File: config.mk
export PLATFORM = sky130hd
export DESIGN_NAME = lcdc_ctrl_regs
export DESIGN_NICKNAME = d
export VERILOG_FILES = /design/src/hdl/lcdc_ctrl_regs.v
export VERILOG_INCLUDE_DIRS = /design/src /design/src/hdl
export SDC_FILE = /design/constraint.sdc
export NUM_CORES = 1
export LEC_CHECK = 0
export ABC_CLOCK_PERIOD_IN_PS = 2300
export BUFFER_PORTS_ARGS = -buffer_cell sky130_fd_sc_hd__buf_2
export CELL_PAD_IN_SITES_DETAIL_PLACEMENT = 1
export CELL_PAD_IN_SITES_GLOBAL_PLACEMENT = 1
export CORE_MARGIN = 3
export CORE_UTILIZATION = 32
export CTS_CLUSTER_DIAMETER = 80
export DETAILED_ROUTE_END_ITERATION = 7
export PLACE_DENSITY_LB_ADDON = 0.1
export SLEW_MARGIN = 40
export SYNTH_ARGS = -nofsm -noshare
export SYNTH_HDL_FRONTEND = slang
export SYNTH_SLANG_ARGS = --single-unit
File: constraint.sdc
create_clock -name sys_clk -period 2.3 [get_ports sys_clk]
set_input_delay 0.46 -clock sys_clk [delete_from_list [all_inputs] [get_ports sys_clk]]
set_output_delay 0.46 -clock sys_clk [all_outputs]
set_load 0.05 [all_outputs]
File: src/hdl/lcdc_consts.vh
`ifndef LCDC_CONSTS_VH
`define LCDC_CONSTS_VH

// Register indices; byte address is four times the index
`define LCDC_IDX_PWR_DUTY    16'hFF60
`define LCDC_IDX_FORCE_PAGE  16'hFF61
`define LCDC_IDX_CONTRAST    16'hFF62
`define LCDC_IDX_STATUS      16'hFF63
`define LCDC_IDX_LSB         2

// Power and duty register fields
`define LCDC_BIT_POWER       0
`define LCDC_BIT_SPARE       1
`define LCDC_BIT_DUTY_LO     2
`define LCDC_BIT_DUTY_HI     3

// Force and page register fields
`define LCDC_BIT_PAGE        0
`define LCDC_BIT_ALL_ON      1
`define LCDC_BIT_ALL_OFF     2
`define LCDC_BIT_EXP_EN      3

// Status register fields
`define LCDC_BIT_SETTLED     0

// Reset values
`define LCDC_RST_PWR_DUTY    4'h0
`define LCDC_RST_FORCE_PAGE  4'h4
`define LCDC_RST_CONTRAST    4'h0

// Duty codes and common line counts
`define LCDC_DUTY_17         2'h0
`define LCDC_DUTY_16         2'h1
`define LCDC_COMS_8          5'h08
`define LCDC_COMS_16         5'h10
`define LCDC_COMS_17         5'h11

// Display memory page bases
`define LCDC_PAGE0_BASE      16'hF000
`define LCDC_PAGE1_BASE      16'hF100

// Bus responses
`define LCDC_RESP_OKAY       2'h0
`define LCDC_RESP_SLVERR     2'h2
`define LCDC_ZERO_PAD        28'h0000000

// Drive settle time
`define LCDC_SETTLE_MS       100
`define LCDC_CLK_KHZ         50000

`endif

File: src/hdl/lcdc_ctrl_regs.v
// Summary of operation
// - Power bit enables generator; clear grounds voltages
// - Duty field selects 1/8, 1/16, 1/17
// - Force-on drives every segment ON
// - Force-off drives every segment OFF
// - Both force bits set means all on
// - Page bit picks upper or lower page
// - Page bit only storage at 1/16, 1/17
// - Contrast code sets sixteen drive levels
// - Contrast resets to CONTRAST_INIT, zero by default
// - Reset clears controls, sets force-off
// - Expansion driver signal enable, resets off
// - Memory bit one lights the dot
`timescale 1ns/1ps
`include "lcdc_consts.vh"

module lcdc_ctrl_regs #(
	parameter                    ADDR_W        = 18,
	parameter                    SEG_N         = 60,
	parameter                    SETTLE_CYCLES =
		`LCDC_SETTLE_MS * `LCDC_CLK_KHZ,
	parameter [3:0]              CONTRAST_INIT = `LCDC_RST_CONTRAST
) (
	input  wire                  sys_clk,
	input  wire                  srst,
	input  wire [ADDR_W-1:0]     s_axi_awaddr,
	input  wire [2:0]            s_axi_awprot,
	input  wire                  s_axi_awvalid,
	output wire                  s_axi_awready,
	input  wire [31:0]           s_axi_wdata,
	input  wire [3:0]            s_axi_wstrb,
	input  wire                  s_axi_wvalid,
	output wire                  s_axi_wready,
	output wire [1:0]            s_axi_bresp,
	output wire                  s_axi_bvalid,
	input  wire                  s_axi_bready,
	input  wire [ADDR_W-1:0]     s_axi_araddr,
	input  wire [2:0]            s_axi_arprot,
	input  wire                  s_axi_arvalid,
	output wire                  s_axi_arready,
	output wire [31:0]           s_axi_rdata,
	output wire [1:0]            s_axi_rresp,
	output wire                  s_axi_rvalid,
	input  wire                  s_axi_rready,
	input  wire [SEG_N-1:0]      dot_mem_bits,
	output wire                  bias_generator_power,
	output wire                  drive_to_ground,
	output wire                  duty_select_low,
	output wire                  duty_select_high,
	output wire [4:0]            common_terminals_used,
	output wire                  force_all_dots_on,
	output wire                  force_all_dots_off,
	output wire [SEG_N-1:0]      segment_terminals_on,
	output wire                  display_page_select,
	output wire [15:0]           display_page_base,
	output wire [3:0]            contrast_code,
	output wire                  expansion_driver_signal_enable,
	output wire                  drive_settled
);

	localparam                   CNT_W = 32;
	localparam [CNT_W-1:0]       SETTLE_LAST = SETTLE_CYCLES - 1;

	// Bus handshake state
	reg                          awready_reg;
	reg                          wready_reg;
	reg                          bvalid_reg;
	reg  [1:0]                   bresp_reg;
	reg                          arready_reg;
	reg                          rvalid_reg;
	reg  [1:0]                   rresp_reg;
	reg  [31:0]                  rdata_reg;
	reg  [15:0]                  wr_idx_reg;
	reg  [3:0]                   wr_data_reg;
	reg                          wr_lane_reg;

	// Control storage
	reg  [3:0]                   pwr_duty_reg;
	reg  [3:0]                   force_page_reg;
	reg  [3:0]                   contrast_reg;

	// Derived outputs
	reg                          power_out_reg;
	reg                          ground_out_reg;
	reg  [4:0]                   coms_reg;
	reg  [4:0]                   coms_next;
	reg                          on_out_reg;
	reg                          off_out_reg;
	reg  [SEG_N-1:0]             seg_reg;
	reg  [SEG_N-1:0]             seg_next;
	reg  [15:0]                  base_reg;
	reg  [15:0]                  base_next;
	reg  [CNT_W-1:0]             settle_cnt_reg;
	reg                          settled_reg;

	wire                         eighth_duty;
	wire                         wr_go;
	wire [15:0]                  ar_idx;
	wire [15:0]                  aw_idx;

	assign eighth_duty = pwr_duty_reg[`LCDC_BIT_DUTY_HI];
	assign wr_go       = ~awready_reg & ~wready_reg & ~bvalid_reg;
	assign aw_idx      = s_axi_awaddr[ADDR_W-1:`LCDC_IDX_LSB];
	assign ar_idx      = s_axi_araddr[ADDR_W-1:`LCDC_IDX_LSB];

	// Write channel: address and data taken in either order
	always @(posedge sys_clk) begin
		if (srst) begin
			awready_reg <= 1'b1;
			wready_reg  <= 1'b1;
			bvalid_reg  <= 1'b0;
			bresp_reg   <= `LCDC_RESP_OKAY;
			wr_idx_reg  <= 16'h0000;
			wr_data_reg <= 4'h0;
			wr_lane_reg <= 1'b0;
		end else begin
			if (s_axi_awvalid && awready_reg) begin
				awready_reg <= 1'b0;
				wr_idx_reg  <= aw_idx;
			end
			if (s_axi_wvalid && wready_reg) begin
				wready_reg  <= 1'b0;
				wr_data_reg <= s_axi_wdata[3:0];
				wr_lane_reg <= s_axi_wstrb[0];
			end
			if (wr_go) begin
				bvalid_reg <= 1'b1;
				if (wr_idx_reg == `LCDC_IDX_PWR_DUTY ||
				    wr_idx_reg == `LCDC_IDX_FORCE_PAGE ||
				    wr_idx_reg == `LCDC_IDX_CONTRAST ||
				    wr_idx_reg == `LCDC_IDX_STATUS) begin
					bresp_reg <= `LCDC_RESP_OKAY;
				end else begin
					bresp_reg <= `LCDC_RESP_SLVERR;
				end
			end
			if (bvalid_reg && s_axi_bready) begin
				bvalid_reg  <= 1'b0;
				awready_reg <= 1'b1;
				wready_reg  <= 1'b1;
			end
		end
	end

	// Register storage
	always @(posedge sys_clk) begin
		if (srst) begin
			pwr_duty_reg   <= `LCDC_RST_PWR_DUTY;
			force_page_reg <= `LCDC_RST_FORCE_PAGE;
			contrast_reg   <= CONTRAST_INIT;
		end else if (wr_go && wr_lane_reg) begin
			case (wr_idx_reg)
			`LCDC_IDX_PWR_DUTY: begin
				pwr_duty_reg <= wr_data_reg;
			end
			`LCDC_IDX_FORCE_PAGE: begin
				force_page_reg <= wr_data_reg;
			end
			`LCDC_IDX_CONTRAST: begin
				contrast_reg <= wr_data_reg;
			end
			default: begin
			end
			endcase
		end
	end

	// Read channel
	always @(posedge sys_clk) begin
		if (srst) begin
			arready_reg <= 1'b1;
			rvalid_reg  <= 1'b0;
			rresp_reg   <= `LCDC_RESP_OKAY;
			rdata_reg   <= 32'h00000000;
		end else begin
			if (s_axi_arvalid && arready_reg) begin
				arready_reg <= 1'b0;
				rvalid_reg  <= 1'b1;
				rresp_reg   <= `LCDC_RESP_OKAY;
				case (ar_idx)
				`LCDC_IDX_PWR_DUTY: begin
					rdata_reg <= {`LCDC_ZERO_PAD, pwr_duty_reg};
				end
				`LCDC_IDX_FORCE_PAGE: begin
					rdata_reg <= {`LCDC_ZERO_PAD, force_page_reg};
				end
				`LCDC_IDX_CONTRAST: begin
					rdata_reg <= {`LCDC_ZERO_PAD, contrast_reg};
				end
				`LCDC_IDX_STATUS: begin
					rdata_reg <= {31'h00000000, settled_reg};
				end
				default: begin
					rdata_reg <= 32'h00000000;
					rresp_reg <= `LCDC_RESP_SLVERR;
				end
				endcase
			end
			if (rvalid_reg && s_axi_rready) begin
				rvalid_reg  <= 1'b0;
				arready_reg <= 1'b1;
			end
		end
	end

	// Duty decode to common line count
	always @* begin
		if (eighth_duty) begin
			coms_next = `LCDC_COMS_8;
		end else if (pwr_duty_reg[`LCDC_BIT_DUTY_LO]) begin
			coms_next = `LCDC_COMS_16;
		end else begin
			coms_next = `LCDC_COMS_17;
		end
	end

	// Page base, meaningful only at 1/8 duty
	always @* begin
		if (eighth_duty && force_page_reg[`LCDC_BIT_PAGE]) begin
			base_next = `LCDC_PAGE1_BASE;
		end else begin
			base_next = `LCDC_PAGE0_BASE;
		end
	end

	// Segment data with force priority
	always @* begin
		if (force_page_reg[`LCDC_BIT_ALL_ON]) begin
			seg_next = {SEG_N{1'b1}};
		end else if (force_page_reg[`LCDC_BIT_ALL_OFF]) begin
			seg_next = {SEG_N{1'b0}};
		end else begin
			seg_next = dot_mem_bits;
		end
	end

	// Output registers
	always @(posedge sys_clk) begin
		if (srst) begin
			power_out_reg  <= 1'b0;
			ground_out_reg <= 1'b1;
			coms_reg       <= `LCDC_COMS_17;
			on_out_reg     <= 1'b0;
			off_out_reg    <= 1'b1;
			seg_reg        <= {SEG_N{1'b0}};
			base_reg       <= `LCDC_PAGE0_BASE;
		end else begin
			power_out_reg  <= pwr_duty_reg[`LCDC_BIT_POWER];
			ground_out_reg <= ~pwr_duty_reg[`LCDC_BIT_POWER];
			coms_reg       <= coms_next;
			on_out_reg     <= force_page_reg[`LCDC_BIT_ALL_ON];
			off_out_reg    <= force_page_reg[`LCDC_BIT_ALL_OFF] &
				~force_page_reg[`LCDC_BIT_ALL_ON];
			seg_reg        <= seg_next;
			base_reg       <= base_next;
		end
	end

	// Drive voltage settle timer after power on
	always @(posedge sys_clk) begin
		if (srst) begin
			settle_cnt_reg <= {CNT_W{1'b0}};
			settled_reg    <= 1'b0;
		end else if (!pwr_duty_reg[`LCDC_BIT_POWER]) begin
			settle_cnt_reg <= {CNT_W{1'b0}};
			settled_reg    <= 1'b0;
		end else if (!settled_reg) begin
			if (settle_cnt_reg == SETTLE_LAST) begin
				settled_reg <= 1'b1;
			end else begin
				settle_cnt_reg <= settle_cnt_reg + 1'b1;
			end
		end
	end

	assign s_axi_awready       = awready_reg;
	assign s_axi_wready        = wready_reg;
	assign s_axi_bvalid        = bvalid_reg;
	assign s_axi_bresp         = bresp_reg;
	assign s_axi_arready       = arready_reg;
	assign s_axi_rvalid        = rvalid_reg;
	assign s_axi_rresp         = rresp_reg;
	assign s_axi_rdata         = rdata_reg;
	assign bias_generator_power = power_out_reg;
	assign drive_to_ground     = ground_out_reg;
	assign duty_select_low     = pwr_duty_reg[`LCDC_BIT_DUTY_LO];
	assign duty_select_high    = pwr_duty_reg[`LCDC_BIT_DUTY_HI];
	assign common_terminals_used = coms_reg;
	assign force_all_dots_on   = on_out_reg;
	assign force_all_dots_off  = off_out_reg;
	assign segment_terminals_on = seg_reg;
	assign display_page_select = force_page_reg[`LCDC_BIT_PAGE];
	assign display_page_base   = base_reg;
	assign contrast_code       = contrast_reg;
	assign expansion_driver_signal_enable =
		force_page_reg[`LCDC_BIT_EXP_EN];
	assign drive_settled       = settled_reg;

endmodule // lcdc_ctrl_regs

; Word-level counts from Yosys, hierarchy flattened
; Index checks and enable logic that the tools add are counted.
[word_totals]
register_bits = 192
[classes]
n_addsub = 1
eq_ne = 9
reduce_logical = 19
n_bitwise = 10
n_mux = 10
[ops]
columns = op, count
row1 = "16-bit equality test, second input constant", 8
row2 = 60-bit 2-to-1 mux, 2
row3 = "32-bit by 1-bit adder with 32-bit output, second input constant", 1
row4 = "32-bit by 23-bit equality test with 1-bit output, second input constant", 1
row5 = 4-bit one-hot mux with 4 select lines, 1
row6 = 9-bit 2-to-1 mux, 1
row7 = 2-bit AND reduction, 4
row8 = 2-bit OR reduction, 4
row9 = 1-bit logical AND, 7
row10 = 1-bit NOT, 7
row11 = 5-bit 2-to-1 mux, 1
row12 = 2-bit 2-to-1 mux, 2
row13 = 4-bit OR reduction, 1
row14 = 1-bit AND, 3
row15 = 1-bit logical OR, 3
row16 = 1-bit 2-to-1 mux, 3

; Longest topological paths before layout
[logic_depth]
ltp_word = 5
ltp_mapped = 7
mapped_depth_nobuf = 6

; Worst setup path after synthesis
; Ideal clock, no wire load.
[synth_path]
path_type = flip-flop to flip-flop
from = register wready_reg, in the netlist s_axi_wready
to = register force_page_reg[2]
path_slack_ns = 0.276
period_less_slack_ns = 2.024
n_path_buf = 1
t_arrival_ns = 1.905
setup_ns = 0.120
stages_incl_launch_ff = 6
t_required_ns = 2.180
cell_sequence = dfxtp_1 > clkbuf_1 > nor3_1 > and3b_1 > nand3_4 > a211o_1
[synth_between]
elab_chain_len = 5
[synth_lines]
columns = element, line_no
row1 = from (decl), lcdc_ctrl_regs.v:66  ; reg wready_reg;
row2 = from (signal assigned), lcdc_ctrl_regs.v:110  ; wready_reg <= 1'b1;
row3 = from (signal assigned), lcdc_ctrl_regs.v:122  ; wready_reg <= 1'b0;
row4 = from (signal assigned), lcdc_ctrl_regs.v:140  ; wready_reg <= 1'b1;
row5 = 1-bit NOT, lcdc_ctrl_regs.v:102  ; assign wr_go = ~awready_reg & ~wready_reg & ~bvalid_reg;
row6 = 1-bit AND (2 in a row), lcdc_ctrl_regs.v:102
row7 = 1-bit logical AND, lcdc_ctrl_regs.v:151  ; end else if (wr_go && wr_lane_reg) begin
row8 = 2-bit AND reduction (no line), -
row9 = to (signal assigned), lcdc_ctrl_regs.v:149  ; force_page_reg <= `LCDC_RST_FORCE_PAGE;
row10 = to (signal assigned), lcdc_ctrl_regs.v:157  ; force_page_reg <= wr_data_reg;
row11 = to (decl), lcdc_ctrl_regs.v:79  ; reg [3:0] force_page_reg;
; Every way passes these cells.
; A chain may end at the register's enable or synchronous reset.

; Final worst setup path
[layout_path]
from = register settle_cnt_reg[8]
to = register settle_cnt_reg[21]
[layout_between]
elab_chain_len = 3
[layout_lines]
columns = element, line_no
row1 = from (decl), lcdc_ctrl_regs.v:93  ; reg [CNT_W-1:0] settle_cnt_reg;
row2 = from (signal assigned), lcdc_ctrl_regs.v:262  ; settle_cnt_reg <= {CNT_W{1'b0}};
row3 = from (signal assigned), lcdc_ctrl_regs.v:265  ; settle_cnt_reg <= {CNT_W{1'b0}};
row4 = from (signal assigned), lcdc_ctrl_regs.v:271  ; settle_cnt_reg <= settle_cnt_reg + 1'b1;
row5 = "parallel branches: the longest is 3 deep, another holds 32-bit by 1-bit adder with 32-bit output", -
; Parallel ways; which one is timed is not known.

==> out/summary.txt <==
first-pass GRT wire length: 26400 um
Seq/Total Area, Yosys: 0.514
overall routing resource usage: 0.167
Die X: 139 um
worst hold slack: 244 ps
Final min period: 2020 ps
Via Count: 4976
Crit. End Element: flip-flop
NetSw: 1.40 mW
ys flop type: dfxtp_1
largest family of logic cells by synthesized area: simple AND/OR/NAND/NOR gates
run status: complete, no violations
CP startpoint kind: flip-flop
top achievable clock speed: 496 MHz
Max VDD drop: 0.525 mV
top cells by area, synth: dfxtp_1 (51%), nor2_1 (10%), buf_4 (6.2%)
worst hold-check path type: in -> reg
Post-Synth Simple-Gate Area: 0.261
Routed wire per std cell: 15.1 um
Setup TNS: 0 ps
# setup viols final: 0
vias per cell: 4.62
DRT antenna net count: 0
largest area contributor in the netlist: dfxtp_1
largest net degree at the start of global routing: 62
ys async rst share: 0
CP max stage cell: dfxtp_1
via count of the first global-routing pass: 5220
Synth Area in Compound Gates: 0.0773
internal power: 4.32 mW
Ports: 280
clock network power share: 0.477
relative slew slack: 0.643
cell family with most CP delay: simple AND/OR/NAND/NOR gates
ant diodes: 0
combinational share of power: 0.074
DRT iter0 DRCs: 196
Yosys reg bits: 145
top-area cell type share of the netlist area: 0.514
Arr. time, crit path: 2360 ps
synthesized instance count: 654
Cell Chain, Critical Path: nand4_2 > nor3_1 > nand3_1 > or4_1 > a21oi_1
Starting Density: 0.334
area delta synth->final: 28.9%
Core Footprint: 16900 um^2
CTS buffer count: 17
Remaining DRCs: 0
Initial DRT Pass Iterations: 4
XOR/XNOR share of the synthesized area: 0.0186
syn avg cell area: 8.64 um^2
RePlAce Congestion: 0.777
Rows: 47
Nets: 990
Chip Height: 139 um
filler instances: 2093
Netlist cell types: 53
DIE AREA: 19300 um^2
buffers and inverters on the worst path: 0
Worst-path clk slew: 60 ps
Worst Tran Pin Value: 536 ps
Slew Limit Fails: 0
number of flip-flops under the largest register name: 60
Detailed Route WL: 16300 um
mux share of post-synthesis cell area: 0.0326
post-CTS setup buffers: 0
IO buf count: 191
Seq pwr share: 0.449
initial antenna violation count: 0
H-tree depth: 4
Clock Path Buffers: 2
Root Driver: clkbuf_16
HPWL after detailed placement: 12300 um
Clock Skew: 10.1 ps
area of the mapped netlist: 5650 um^2
Yosys warnings: 0
cts repair resizes: 0
Critical Path Fanout Max: 7
post-synthesis adder-cell area fraction: 0.00221
pwr dens: 785 nW/um^2
Crit path required time: 2640 ps
Leakage Power: 3.34 nW
crit-path max cell delay: 470 ps
layout cell share with drive strength beyond 1: 0.289
TritonCTS clock tree: built
Clock Latency Late Sink: 420 ps
switching share of power: 0.244
Hold Buf Count CTS: 0
Post-synth EDFFs: 0
Max-Cap Viols: 0
Final Hold Viols: 0
critical path class: reg -> reg
Clock Sinks: 145
final worst-path cycle share: 0.877
GRT overflow: 0
RSZ-0062 raised after global routing: no
Yosys cell counts (all sizes together), types with 2 or more instances:
master	count
or4	5
a22o	3
and3	4
nor2b	3
or2	2
clkbuf	27
mux2i	15
o31ai	4
buf	51
conb	2
nand4	16
a21oi	43
nand4b	3
o21bai	2
xor2	8
dfxtp	145
or3	11
and2	2
nor4	7
nand3b	2
nor2	155
nand2b	3
nand3	24
o21ai	17
and4	4
nor3	6
xnor2	4
nand2	57
inv	13
cells in the final DEF, fill, tap and decap left out, types with 6 or more instances in the layout:
cell,instances
a21oi_1,43
buf_2,191
buf_4,12
clkbuf_16,17
conb_1,47
dfxtp_1,145
inv_1,13
mux2i_1,15
nand2_1,57
nand3_1,23
nand4_1,14
nor2_1,154
nor3_1,6
o21ai_0,17
or3_1,11
xor2_1,8
area by class of cell:
type                    instances  area (um^2)  share of cell area
well taps                     220          275              0.0378
flip-flops and latches        145         2900               0.399
clock inverters                11          129              0.0177
clock buffers                  21          460              0.0633
inverters                      14         52.6             0.00722
multi-input cells             462         2390               0.329
repair buffers                204         1070               0.146
per-stage QoR:
stage	area [um^2]	total power, mW	cells	setup slack (ps)	util
5_1_grt	7280	5.94	1077	71.2	0.430
6_report	7280	5.71	1077	282	0.430
2_1_floorplan	5820	2.97	699	276	-
4_1_cts	7280	5.79	1077	279	0.430
3_5_place_dp	6690	3.04	1045	262	0.395
3_3_place_gp	6690	3.03	1045	294	0.395
power groups by stage:
stage               logic [mW]  registers [mW]  clock network, mW
floorplan                0.330            2.64                  0
global placement         0.412            2.62                  0
detailed placement       0.419            2.62                  0
CTS                      0.421            2.57               2.81
global route             0.455            2.57               2.92
finish                   0.420            2.57               2.73
path summary, 6_finish.rpt:
kind | depth (start not counted) | startpoint | slack (ps) | end
setup / recovery | 5 | settle_cnt_reg[8] | 280 | settle_cnt_reg[21]
hold / removal | 3 | dot_mem_bits[21] | 240 | segment_terminals_on[21]
setup reg to reg | 5 | settle_cnt_reg[8] | 280 | settle_cnt_reg[21]
hold reg to reg | 2 | wr_idx_reg[7] | 460 | wr_idx_reg[7]
metal layers:
layer  part of all wire  GRT usage  vias up
met5                  0          0        -
met4              0.025     0.0659        0
met3              0.060     0.0531       28
met2               0.51      0.291      152
met1               0.41      0.190     2333
li1                   -          -     2463
cell families (layout without fill, tap and decap cells):
family	count (synthesis)	after routing
other cells	2	47
mux	17	17
fa+ha+maj	1	1
simple gates	309	309
flops	145	145
buf+inv	92	250
compound gates	76	76
xor+xnor	12	12
worst register-to-register path: stages, from the launching register on:
cell and delay, ps:
dfxtp_1 470, nand4_2 200, nor3_1 430, nand3_1 240
or4_1 450, a21oi_1 150
Note: power is estimated with default switching activity, not from simulation.
